--- config.mk ---
export PLATFORM = sky130hd
export DESIGN_NAME = besl_core
export DESIGN_NICKNAME = d
export VERILOG_FILES = /design/src/include/besl_pkg.sv /design/src/include/besl_msg_if.sv /design/src/rtl/besl_core.sv /design/src/rtl/besl_msg_gen.sv
export VERILOG_INCLUDE_DIRS = /design/src /design/src/include
export SDC_FILE = /design/constraint.sdc
export NUM_CORES = 1
export LEC_CHECK = 0
export BUFFER_PORTS_ARGS = -buffer_cell sky130_fd_sc_hd__buf_2
export CAP_MARGIN = 10
export CORE_MARGIN = 5
export CORE_UTILIZATION = 41
export CTS_CLUSTER_DIAMETER = 80
export DETAILED_ROUTE_END_ITERATION = 8
export PLACE_DENSITY = 0.74
export SLEW_MARGIN = 25
export SYNTH_ARGS = -nofsm -noshare
export SYNTH_HDL_FRONTEND = slang
export SYNTH_SLANG_ARGS = --single-unit
--- constraint.sdc ---
create_clock -name clk -period 1 [get_ports clk]
set_input_delay 0.1 -clock clk [delete_from_list [all_inputs] [get_ports clk]]
set_output_delay 0.1 -clock clk [all_outputs]
set_load 0.02 [all_outputs]
--- src/include/besl_regs.svh ---
`ifndef BESL_REGS_SVH
`define BESL_REGS_SVH

// status vector layout
`define BESL_ST_W          15
`define BESL_SEC_MDP       0
`define BESL_SEC_DPE       1
`define BESL_SEC_STA       2
`define BESL_SEC_RMA       3
`define BESL_SEC_RTA       4
`define BESL_SEC_SERR      5
`define BESL_UNC_PAR_SEEN  6
`define BESL_UNC_SYS_SEEN  7
`define BESL_UNC_DATA      8
`define BESL_UNC_UADD      9
`define BESL_UNC_RMA       10
`define BESL_UNC_RTA       11
`define BESL_PRI_SERR      12
`define BESL_FATAL_DTD     13
`define BESL_NONFATAL_DTD  14
`define BESL_ST_RESET      15'h0000

// severity vector: one bit per error class, 1 = fatal
`define BESL_SEV_W         4
`define BESL_CLS_DATA      0
`define BESL_CLS_ADDR      1
`define BESL_CLS_MA        2
`define BESL_CLS_TA        3

`endif

--- src/include/besl_pkg.sv ---
`default_nettype none

package besl_pkg;

  typedef logic [14:0] besl_status_type;

  typedef enum logic [1:0] {
    BESL_PD_IDLE,
    BESL_PD_ASSERT,
    BESL_PD_RESTORE
  } besl_pdrive_type;

endpackage : besl_pkg

`default_nettype wire

--- src/include/besl_msg_if.sv ---
`timescale 1ns/1ps
`default_nettype none

interface besl_msg_if;
  logic req_fatal;
  logic req_nonfatal;
  logic gate_fatal;
  logic gate_nonfatal;
  logic msg_ready;
  logic msg_valid;
  logic msg_fatal;
  logic sent;
  logic sent_gate;

  modport core (
    output req_fatal, req_nonfatal, gate_fatal, gate_nonfatal, msg_ready,
    input  msg_valid, msg_fatal, sent, sent_gate
  );

  modport gen (
    input  req_fatal, req_nonfatal, gate_fatal, gate_nonfatal, msg_ready,
    output msg_valid, msg_fatal, sent, sent_gate
  );
endinterface : besl_msg_if

`default_nettype wire

--- src/rtl/besl_core.sv ---
`timescale 1ns/1ps
`default_nettype none
`include "besl_regs.svh"

module besl_core
  import besl_pkg::*;
(
  // clock and reset
  input  wire logic                   clk,
  input  wire logic                   rst,
  // bridge events, one-cycle pulses
  input  wire logic                   ev_np_write_data_err,
  input  wire logic                   ev_posted_write_data_err,
  input  wire logic                   ev_read_cpl_data_err,
  input  wire logic                   ev_address_err,
  input  wire logic                   ev_master_abort_posted,
  input  wire logic                   ev_master_abort_nonposted,
  input  wire logic                   ev_target_abort,
  // forwarding context, levels
  input  wire logic                   fwd_posted_write,
  input  wire logic                   fwd_any,
  // configuration
  input  wire logic                   secondary_parity_response_enable,
  input  wire logic                   system_error_report_enable,
  input  wire logic                   error_reporting_enable,
  input  wire logic                   master_abort_error_mode,
  input  wire logic                   received_master_abort_mask,
  input  wire logic [`BESL_SEV_W-1:0] severity_fatal,
  // status, sticky, write-one-to-clear
  input  wire logic [`BESL_ST_W-1:0]  status_clear,
  output logic      [`BESL_ST_W-1:0]  status,
  // error message toward the upstream link
  input  wire logic                   msg_ready,
  output logic                        msg_valid,
  output logic                        msg_fatal,
  // PCI pins, active low; the parity pin output enable is active high
  input  wire logic                   pci_parity_error_pin_n,
  output logic                        pci_parity_error_pin_drive_n,
  output logic                        pci_parity_error_pin_oe,
  input  wire logic                   pci_system_error_pin_n
);

  function automatic logic cls_fatal(input logic [`BESL_SEV_W-1:0] sev, input int cls);
    return sev[cls];
  endfunction : cls_fatal

  besl_msg_if mi ();

  besl_msg_gen u_msg_gen (
    .clk (clk),
    .rst (rst),
    .mi  (mi)
  );

  // pin synchronisers; stage 1 only feeds stage 2
  logic perr_s1_q, perr_s2_q, perr_s3_q;
  logic serr_s1_q, serr_s2_q, serr_s3_q;
  logic perr_fall, serr_fall;

  always_ff @(posedge clk or posedge rst) begin
    if (rst) begin
      perr_s1_q <= 1'b1;
      perr_s2_q <= 1'b1;
      perr_s3_q <= 1'b1;
      serr_s1_q <= 1'b1;
      serr_s2_q <= 1'b1;
      serr_s3_q <= 1'b1;
    end else begin
      perr_s1_q <= pci_parity_error_pin_n;
      perr_s2_q <= perr_s1_q;
      perr_s3_q <= perr_s2_q;
      serr_s1_q <= pci_system_error_pin_n;
      serr_s2_q <= serr_s1_q;
      serr_s3_q <= serr_s2_q;
    end
  end

  // edge only, so a pin held low logs one event
  assign perr_fall = !perr_s2_q && perr_s3_q;
  assign serr_fall = !serr_s2_q && serr_s3_q;

  // status accumulation
  besl_status_type st_q, st_d, st_set;
  logic det_data, det_ma, det_ta, ma_serr, req_f, req_n, gate_f, gate_n;

  always_comb begin
    st_set   = '0;
    det_data = ev_np_write_data_err || ev_posted_write_data_err || ev_read_cpl_data_err;
    det_ma   = ev_master_abort_posted || ev_master_abort_nonposted;
    det_ta   = ev_target_abort;
    if (perr_fall && fwd_posted_write) begin
      st_set[`BESL_UNC_PAR_SEEN] = 1'b1;
      st_set[`BESL_SEC_MDP]     = secondary_parity_response_enable;
    end
    if (serr_fall && fwd_any) begin
      st_set[`BESL_SEC_SERR]    = 1'b1;
      st_set[`BESL_UNC_SYS_SEEN] = 1'b1;
    end
    if (ev_np_write_data_err || ev_posted_write_data_err) begin
      st_set[`BESL_SEC_DPE]   = 1'b1;
      st_set[`BESL_UNC_DATA]  = 1'b1;
    end
    if (ev_posted_write_data_err && secondary_parity_response_enable) begin
      st_set[`BESL_SEC_MDP] = 1'b1;
    end
    if (ev_read_cpl_data_err) begin
      st_set[`BESL_UNC_PAR_SEEN] = 1'b1;
    end
    if (ev_address_err) begin
      st_set[`BESL_SEC_DPE]  = 1'b1;
      st_set[`BESL_SEC_STA]  = 1'b1;
      st_set[`BESL_UNC_UADD] = 1'b1;
    end
    if (ev_master_abort_posted) begin
      st_set[`BESL_SEC_RMA] = 1'b1;
      st_set[`BESL_UNC_RMA] = 1'b1;
    end
    if (det_ta) begin
      st_set[`BESL_SEC_RTA] = 1'b1;
      st_set[`BESL_UNC_RTA] = 1'b1;
    end
    // severity steers the detected bit per class
    st_set[`BESL_FATAL_DTD] =
      (det_data && cls_fatal(severity_fatal, `BESL_CLS_DATA)) ||
      (det_ma && cls_fatal(severity_fatal, `BESL_CLS_MA)) ||
      (det_ta && cls_fatal(severity_fatal, `BESL_CLS_TA));
    st_set[`BESL_NONFATAL_DTD] =
      (det_data && !cls_fatal(severity_fatal, `BESL_CLS_DATA)) ||
      (det_ma && !cls_fatal(severity_fatal, `BESL_CLS_MA)) ||
      (det_ta && !cls_fatal(severity_fatal, `BESL_CLS_TA));
    // posted master abort gates the primary error by mask and mode, not by message
    ma_serr = ev_master_abort_posted && system_error_report_enable &&
              (!received_master_abort_mask || master_abort_error_mode);
    st_set[`BESL_PRI_SERR] = ma_serr ||
      (mi.sent && mi.sent_gate && system_error_report_enable);
    // set wins over a clear in the same cycle
    st_d = (st_q & ~status_clear) | st_set;
  end

  // message requests; the read completion and posted master abort cases send a message but set no gate
  always_comb begin
    req_f  = 1'b0;
    req_n  = 1'b0;
    gate_f = 1'b0;
    gate_n = 1'b0;
    if (error_reporting_enable) begin
      req_f  = st_set[`BESL_FATAL_DTD] ||
               (ev_address_err && cls_fatal(severity_fatal, `BESL_CLS_ADDR));
      req_n  = st_set[`BESL_NONFATAL_DTD] ||
               (ev_address_err && !cls_fatal(severity_fatal, `BESL_CLS_ADDR));
      gate_f = req_f && (ev_np_write_data_err || ev_posted_write_data_err ||
               ev_address_err || ev_master_abort_nonposted || det_ta);
      gate_n = req_n && (ev_np_write_data_err || ev_posted_write_data_err ||
               ev_address_err || ev_master_abort_nonposted || det_ta);
    end
  end

  assign mi.req_fatal     = req_f;
  assign mi.req_nonfatal  = req_n;
  assign mi.gate_fatal    = gate_f;
  assign mi.gate_nonfatal = gate_n;
  assign mi.msg_ready     = msg_ready;
  assign msg_valid        = mi.msg_valid;
  assign msg_fatal        = mi.msg_fatal;

  always_ff @(posedge clk or posedge rst) begin
    if (rst) begin
      st_q <= `BESL_ST_RESET;
    end else begin
      st_q <= st_d;
    end
  end

  assign status = st_q;

  // parity pin driver: one clock low, one clock high, then release
  besl_pdrive_type pd_q, pd_d;
  logic pout_q, pout_d, poe_q, poe_d;

  always_comb begin
    pd_d = pd_q;
    case (pd_q)
      BESL_PD_IDLE: begin
        if (ev_posted_write_data_err && secondary_parity_response_enable) begin
          pd_d = BESL_PD_ASSERT;
        end
      end
      BESL_PD_ASSERT:  pd_d = BESL_PD_RESTORE;
      BESL_PD_RESTORE: pd_d = BESL_PD_IDLE;
      default:         pd_d = BESL_PD_IDLE;
    endcase
    pout_d = (pd_d != BESL_PD_ASSERT);
    poe_d  = (pd_d != BESL_PD_IDLE);
  end

  always_ff @(posedge clk or posedge rst) begin
    if (rst) begin
      pd_q   <= BESL_PD_IDLE;
      pout_q <= 1'b1;
      poe_q  <= 1'b0;
    end else begin
      pd_q   <= pd_d;
      pout_q <= pout_d;
      poe_q  <= poe_d;
    end
  end

  assign pci_parity_error_pin_drive_n = pout_q;
  assign pci_parity_error_pin_oe      = poe_q;

  // checks
  parity_seen_a: assert property (@(posedge clk) disable iff (rst)
    perr_fall && fwd_posted_write |=> st_q[`BESL_UNC_PAR_SEEN])
    else $error("parity seen bit not set");

  mdp_gate_a: assert property (@(posedge clk) disable iff (rst)
    $rose(st_q[`BESL_SEC_MDP]) |-> $past(secondary_parity_response_enable))
    else $error("parity flag set with response disabled");

  serr_seen_a: assert property (@(posedge clk) disable iff (rst)
    serr_fall && fwd_any |=> st_q[`BESL_SEC_SERR] && st_q[`BESL_UNC_SYS_SEEN])
    else $error("system error seen bits not set");

  np_data_a: assert property (@(posedge clk) disable iff (rst)
    ev_np_write_data_err |=> st_q[`BESL_SEC_DPE] && st_q[`BESL_UNC_DATA] &&
      (st_q[`BESL_FATAL_DTD] || st_q[`BESL_NONFATAL_DTD]))
    else $error("non-posted data error not logged");

  perr_drive_a: assert property (@(posedge clk) disable iff (rst)
    ev_posted_write_data_err && secondary_parity_response_enable && pd_q == BESL_PD_IDLE
      |=> (poe_q && !pout_q) ##1 (poe_q && pout_q) ##1 !poe_q)
    else $error("parity pin drive sequence wrong");

  read_cpl_a: assert property (@(posedge clk) disable iff (rst)
    ev_read_cpl_data_err |=> st_q[`BESL_UNC_PAR_SEEN] &&
      (st_q[`BESL_FATAL_DTD] || st_q[`BESL_NONFATAL_DTD]))
    else $error("read completion error not logged");

  addr_err_a: assert property (@(posedge clk) disable iff (rst)
    ev_address_err |=> st_q[`BESL_SEC_DPE] && st_q[`BESL_SEC_STA] && st_q[`BESL_UNC_UADD])
    else $error("address error not logged");

  ma_posted_a: assert property (@(posedge clk) disable iff (rst)
    ev_master_abort_posted && system_error_report_enable &&
      (!received_master_abort_mask || master_abort_error_mode)
      |=> st_q[`BESL_PRI_SERR] && st_q[`BESL_SEC_RMA] && st_q[`BESL_UNC_RMA])
    else $error("posted master abort not logged");

  pri_serr_a: assert property (@(posedge clk) disable iff (rst)
    $rose(st_q[`BESL_PRI_SERR]) |-> $past(system_error_report_enable))
    else $error("primary system error without enable");

  ta_both_a: assert property (@(posedge clk) disable iff (rst)
    ev_target_abort |=> st_q[`BESL_SEC_RTA] && st_q[`BESL_UNC_RTA])
    else $error("target abort bits not set");

  sev_fatal_a: assert property (@(posedge clk) disable iff (rst)
    ev_target_abort && severity_fatal[`BESL_CLS_TA] |=> st_q[`BESL_FATAL_DTD])
    else $error("fatal severity not honoured");

endmodule : besl_core

`default_nettype wire

--- src/rtl/besl_msg_gen.sv ---
`timescale 1ns/1ps
`default_nettype none

module besl_msg_gen
  import besl_pkg::*;
(
  // clock and reset
  input wire logic clk,
  input wire logic rst,
  // message requests and upstream handshake
  besl_msg_if.gen  mi
);

  logic pend_f_q, pend_f_d;
  logic pend_n_q, pend_n_d;
  logic pgate_f_q, pgate_f_d;
  logic pgate_n_q, pgate_n_d;
  logic valid_q, valid_d;
  logic fatal_q, fatal_d;
  logic gate_q, gate_d;
  logic take_f, take_n;

  // fatal wins arbitration; a new request in the take cycle stays pending
  always_comb begin
    take_f    = !valid_q && pend_f_q;
    take_n    = !valid_q && !pend_f_q && pend_n_q;
    pend_f_d  = (pend_f_q && !take_f) || mi.req_fatal;
    pend_n_d  = (pend_n_q && !take_n) || mi.req_nonfatal;
    pgate_f_d = take_f ? mi.gate_fatal : ((pgate_f_q && pend_f_q) || mi.gate_fatal);
    pgate_n_d = take_n ? mi.gate_nonfatal : ((pgate_n_q && pend_n_q) || mi.gate_nonfatal);
    valid_d   = valid_q;
    fatal_d   = fatal_q;
    gate_d    = gate_q;
    if (valid_q && mi.msg_ready) begin
      valid_d = 1'b0;
    end else if (take_f || take_n) begin
      valid_d = 1'b1;
      fatal_d = take_f;
      gate_d  = take_f ? pgate_f_q : pgate_n_q;
    end
  end

  always_ff @(posedge clk or posedge rst) begin
    if (rst) begin
      pend_f_q  <= 1'b0;
      pend_n_q  <= 1'b0;
      pgate_f_q <= 1'b0;
      pgate_n_q <= 1'b0;
      valid_q   <= 1'b0;
      fatal_q   <= 1'b0;
      gate_q    <= 1'b0;
    end else begin
      pend_f_q  <= pend_f_d;
      pend_n_q  <= pend_n_d;
      pgate_f_q <= pgate_f_d;
      pgate_n_q <= pgate_n_d;
      valid_q   <= valid_d;
      fatal_q   <= fatal_d;
      gate_q    <= gate_d;
    end
  end

  assign mi.msg_valid = valid_q;
  assign mi.msg_fatal = fatal_q;
  assign mi.sent      = valid_q && mi.msg_ready;
  assign mi.sent_gate = gate_q;

endmodule : besl_msg_gen

`default_nettype wire

==> results of run 1 <==
[Yosys cell counts]
library cell,n,share of area (%)
nand2_1,7,2.1
inv_1,23,7.0
nor2b_1,1,0.51
nand3b_1,1,0.61
a31o_1,1,0.71
o21ai_0,15,6.1
a211o_1,1,0.71
or3_1,1,0.51
nor3_1,2,0.81
a22o_1,1,0.71
o22ai_1,1,0.51
clkbuf_1,2,0.61
a21oi_1,4,1.6
o221ai_1,1,0.71
a21o_1,8,4.9
or2b_1,1,0.61
o31a_1,1,0.71
nor2_1,6,1.8
dfstp_2,7,15
a32o_1,1,0.81
nor3_2,1,0.81
dfrtp_1,25,51
nand2b_1,1,0.51
o211a_1,1,0.81
[final cells by class]
class                   instances  area (sq um)
inverters                      23          86.3
repair buffers                 85           653
flip-flops and latches         32           812
multi-input cells              56           337
clock buffers                   8          68.8
well taps                      31          38.8
fillers                       187           833
[worst paths after layout]
path,to,slack [ns],cells after the start,start
max,pci_parity_error_pin_drive_n,-0.05,1,pci_parity_error_pin_drive_n
min,status[11],0.03,2,ev_target_abort
min in group asynchronous,status[5],0.31,3,rst
max reg2reg,status[12],-0.03,4,u_msg_gen.mi.msg_valid
max in group asynchronous,pci_parity_error_pin_drive_n,0.18,4,rst
min reg2reg,serr_s2_q,0.36,0,serr_s1_q
[metrics by stage]
stage,worst slack [ns],setup TNS (ns)
6_report,-0.0541,-0.118
2_1_floorplan,-0.0408,-0.0498
3_3_place_gp,0.0159,0
3_5_place_dp,-0.0619,-0.229
4_1_cts,-0.0725,-0.137
5_1_grt,-0.0984,-0.385
[where the power goes]
part           switching, mW  internal (mW)
Clock                  0.401          0.414
Sequential            0.0831           1.42
Combinational          0.291          0.350
Total                  0.775           2.19
[cell families (layout without fill, tap and decap cells)]
group                  Yosys count  count (layout)  share of synthesized area [%]
flip-flops                      32              32                           65.8
buffers and inverters           25             116                           7.62
AO/OA/AOI/OAI                   35              35                           18.3
AND/OR/NAND/NOR                 21              21                           8.34
[metal layers]
| metal | wire, um | global-route usage (%) | up-vias |
|---|---|---|---|
| met5 | 0 | 0 | - |
| met4 | 76 | 9.23 | 0 |
| met3 | 177 | 3.97 | 7 |
| met2 | 1760 | 27.2 | 42 |
| met1 | 1230 | 16.6 | 549 |
| li1 | - | - | 551 |
[timing repair]
item | in CTS | in global routing
endpoints found under the setup margin | 2 | 21
hold endpoints to repair | 23 | 0
hold buffers | 13 | 0
gates resized for setup | 5 | 35
buffers inserted | 3 | 8
pin swaps | 0 | 2
==> metrics.txt, run 1 <==
status=complete, but fails checks; failing checks=negative setup slack; Final min period=1.05 ns; CP delay by family, top=flip-flops; Clock Skews=approximately 0.0084 ns; Setup Crit Path Kind=reg -> out; worst min path class=in -> reg; Core Footprint=around 2800 sq um; max FFs per register=15; Clk Latency, worst-skew pair=0.32 ns; vias in the first global route=1122; Area growth syn-to-layout=62.1%; crit-path max cell delay=0.53 ns; Top-Level Pins=57; worst path arrival time=0.95 ns; worst hold slack=0.0252 ns; Synth Register Bits=32; die width=~65 um; first-pass GRT wire length=~5 mm; die height=between 60 and 70 um; placed insts=around 200; wire per inst=about 14 um; Critical-path top delay cell=dfstp_2; Yosys warning count=0; GRT Overall Usage=15.5%; ant diodes=0; WL final=about 3.2 mm; PortBufs=56; relative slew slack=~78%; 1st-iter DRT viols=17; CTS tree=done; peak fanout along the critical path=1; Cells after Synth=113; maximum vdd drop=~0.00098 V; Design Power=just under 3 mW; Fmax=about 0.95 GHz; Finish-stage setup viols=3; commonest non-fill, non-tap cell in the layout=buf_2; layout cells sized above 1=about 45%; Clock transition at path regs=about 0.090 ns; Core Rows=19; Power Density=~1500 nW/um^2; crit start category=flop; Post-Syn Area=~1200 sq um; clk buf depth=2; setup slack after layout=-0.0541 ns; Via density=slightly below 5; die area=4200 sq um; Final Util=70.5%; unrepaired setup endpoints after global routing=yes; Unique masters post-synth=24; total global routing overflow=0; most frequent cells in the layout=39 x buf_2, 23 x inv_1, 23 x dfrtp_1; largest net degree at the start of global routing=27; post-synthesis sequential area ratio=65.8%; Clock Tree Root=clkbuf_4; RePlAce Congestion=0.751; CTS Buf Count=5; Buf/Inv on CP=1; Worst Path Required=around 0.90 ns; via count=between 1000 and 1500; syn avg cell area=around 11 sq um; post-DP HPWL=2.15 mm; Design Area, Final=between 1500 and 2000 sq um; CTS H-tree depth=2; Placed Area=1590 sq um; Worst setup EP type=output pin; Residual DRC=0; max-slew violation count=0; Least-Margin Pin Slew=0.335 ns; final hold violation count=0; Post-Syn Nets=between 150 and 200; initial antenna violation count=0; CTS Sinks=32; 1st-pass router iterations=4; Layout Cells excl Fill=between 200 and 250; Initial Util=43.5%; Max-cap violations=0; Pleak=about 1.1 nW; Period Utilization, post-route=105%; Final ANT Viol Nets=0; nets@finish=241; CP Cell Sequence=buf_6
(Power assumes the default switching activity.)
==> run 2, diff against run 1 <==
--- a/config.mk
+++ b/config.mk
@@ -9,10 +9,10 @@
 export BUFFER_PORTS_ARGS = -buffer_cell sky130_fd_sc_hd__buf_2
 export CAP_MARGIN = 10
 export CORE_MARGIN = 5
-export CORE_UTILIZATION = 41
+export CORE_UTILIZATION = 40
 export CTS_CLUSTER_DIAMETER = 80
 export DETAILED_ROUTE_END_ITERATION = 8
-export PLACE_DENSITY = 0.74
+export PLACE_DENSITY = 0.75
 export SLEW_MARGIN = 25
 export SYNTH_ARGS = -nofsm -noshare
 export SYNTH_HDL_FRONTEND = slang
==> metrics.txt, run 2 (same netlist as run 1, synthesis figures left out) <==
P_int=2.31 mW (was 2.19 mW); Clk pwr share=30.5% (was 27.5%); Initial Util=41.0% (was 43.5%); Core Rows=20 (was 19); setup slack after layout=-0.0630 ns (was -0.0541 ns); Clock transition at path regs=0.10 ns (was 0.09 ns); CP Cell Sequence=buf_6 (unchanged); Residual DRC=0 (unchanged); Setup Crit Path Kind=reg -> out (unchanged); worst path arrival time=0.96 ns (was 0.95 ns); ant diodes=0 (unchanged); Design Power=3.13 mW (was 2.96 mW); Reg power frac=48.4% (was 50.9%); Core Footprint=3000 sq um (was 2830 sq um); Final min period=1.06 ns (was 1.05 ns); GRT Overall Usage=16.1% (was 15.5%); switching power total=826 uW (was 775 uW); Logic pwr share=21.1% (was 21.6%); layout cells sized above 1=46.4% (was 44.6%); max FFs per register=15 (unchanged); Clock Tree Root=clkbuf_4 (unchanged); initial antenna violation count=0 (unchanged); post-DP HPWL=2.18 mm (was 2.15 mm); setup TNS=-0.0723 ns (was -0.118 ns); max-slew violation count=0 (unchanged); worst hold slack=0.0188 ns (was 0.0252 ns); Clock Skews=0.00760 ns (was 0.00837 ns); maximum vdd drop=0.000626 V (was 0.000983 V); unrepaired setup endpoints after global routing=yes (unchanged); Pleak=1.08 nW (was 1.06 nW); Placed Area=1580 sq um (was 1590 sq um); status=complete, but fails checks (unchanged); crit start category=flop (unchanged); nets@finish=244 (was 241); Via density=4.79 (was 4.89); CP delay by family, top=flip-flops (unchanged); wire per inst=14.4 um (was 13.8 um); Power Density=1530 nW/um^2 (was 1480 nW/um^2); Worst setup EP type=output pin (unchanged); CTS Buf Count=5 (unchanged); placed insts=204 (was 203); total global routing overflow=0 (unchanged); via count=1149 (unchanged); RePlAce Congestion=0.809 (was 0.751); Top-Level Pins=57 (unchanged); final hold violation count=0 (unchanged); relative slew slack=82.7% (was 77.6%); failing checks=negative setup slack (unchanged); die height=65.5 um (was 64.8 um); Critical-path top delay cell=dfstp_2 (unchanged); Design Area, Final=2040 sq um (was 2000 sq um); commonest non-fill, non-tap cell in the layout=buf_2 (unchanged); largest net degree at the start of global routing=19 (was 27); Worst Path Required=0.90 ns (about the same); WL final=3.46 mm (was 3.24 mm); most frequent cells in the layout=39 x buf_2, 22 x inv_1, 22 x dfrtp_1 (was 39 x buf_2, 23 x inv_1, 23 x dfrtp_1); PortBufs=56 (unchanged); Clk Latency, worst-skew pair=0.33 ns (was 0.32 ns); Finish-stage setup viols=2 (was 3); Period Utilization, post-route=106% (was 105%); CTS tree=done (unchanged); peak fanout along the critical path=1 (unchanged); Area growth syn-to-layout=65.9% (was 62.1%); Final ANT Viol Nets=0 (unchanged); die area=4290 sq um (was 4200 sq um); CTS Sinks=32 (unchanged); 1st-iter DRT viols=46 (was 17); die width=65.5 um (was 64.8 um); Final Util=68.0% (was 70.5%); pre-CTS setup slack=-0.0423 ns (was -0.0619 ns); Max-cap violations=0 (unchanged); first-pass GRT wire length=5.15 mm (was 4.94 mm); sw frac=26.4% (was 26.2%); vias in the first global route=1220 (was 1122); Buf/Inv on CP=1 (unchanged); Least-Margin Pin Slew=0.257 ns (was 0.335 ns); 1st-pass router iterations=4 (unchanged); crit-path max cell delay=0.53 ns (about the same); Layout Cells excl Fill=240 (was 235); clk buf depth=2 (unchanged); CTS H-tree depth=2 (unchanged); Fmax=0.941 GHz (was 0.949 GHz); worst min path class=in -> reg (unchanged)
==> run 2: cell count changes in the layout (fill, tap and decap cells not counted), sizes merged <==
cell,delta
bufinv,+1
dlygate4sd3,+2
buf,+1
clkbuf,-3
clkinvlp,+1
clkinv,+1
==> run 2: cell type report <==
cell class                 count  area, sq um
clock buffer                   5         37.5
clock inverter                 3         42.5
fill                         210          961
inverter                      23         86.3
multi-input combinational     56          345
sequential                    32          813
tap                           33         41.3
timing repair buffer          88          676
==> run 2: path summary, 6_finish.rpt <==
kind,endpoint,cells after the start,start,slack [ns]
max,pci_parity_error_pin_drive_n,1,pci_parity_error_pin_drive_n,-0.06
min,status[2],2,ev_address_err,0.02
max reg2reg,u_msg_gen.mi.sent_gate,2,u_msg_gen.pend_f_q,0.02
min reg2reg,serr_s2_q,0,serr_s1_q,0.36
max in group asynchronous,pci_parity_error_pin_drive_n,4,rst,0.38
min in group asynchronous,u_msg_gen.pgate_n_q,4,rst,0.33
==> run 2: layer usage <==
metal / vias up / part of all wire, % / track usage [%]
met3: 13 / 5.1 / 3.93
li1: 552 / - / -
met2: 33 / 58 / 31.2
met1: 551 / 34 / 15.0
met5: - / 0 / 0
met4: 0 / 3.1 / 9.33
==> run 2: power groups by stage <==
| stage | combinational, mW | clock [mW] | sequential, mW |
|---|---|---|---|
| after floorplan | 0.184 | 0 | 1.58 |
| after global placement | 0.433 | 0 | 1.51 |
| after detailed placement | 0.446 | 0 | 1.52 |
| after CTS | 0.561 | 0.992 | 1.49 |
| after global routing | 0.719 | 1.07 | 1.53 |
| final | 0.661 | 0.955 | 1.52 |
==> run 2: what timing repair did <==
item | in CTS | in global routing
setup buffers | 6 | 7
endpoints found under the setup margin | 10 | 24
endpoints found under the hold margin | 39 | 0
gates resized for setup | 16 | 32
pin swaps | 0 | 3
hold buffers | 15 | 0
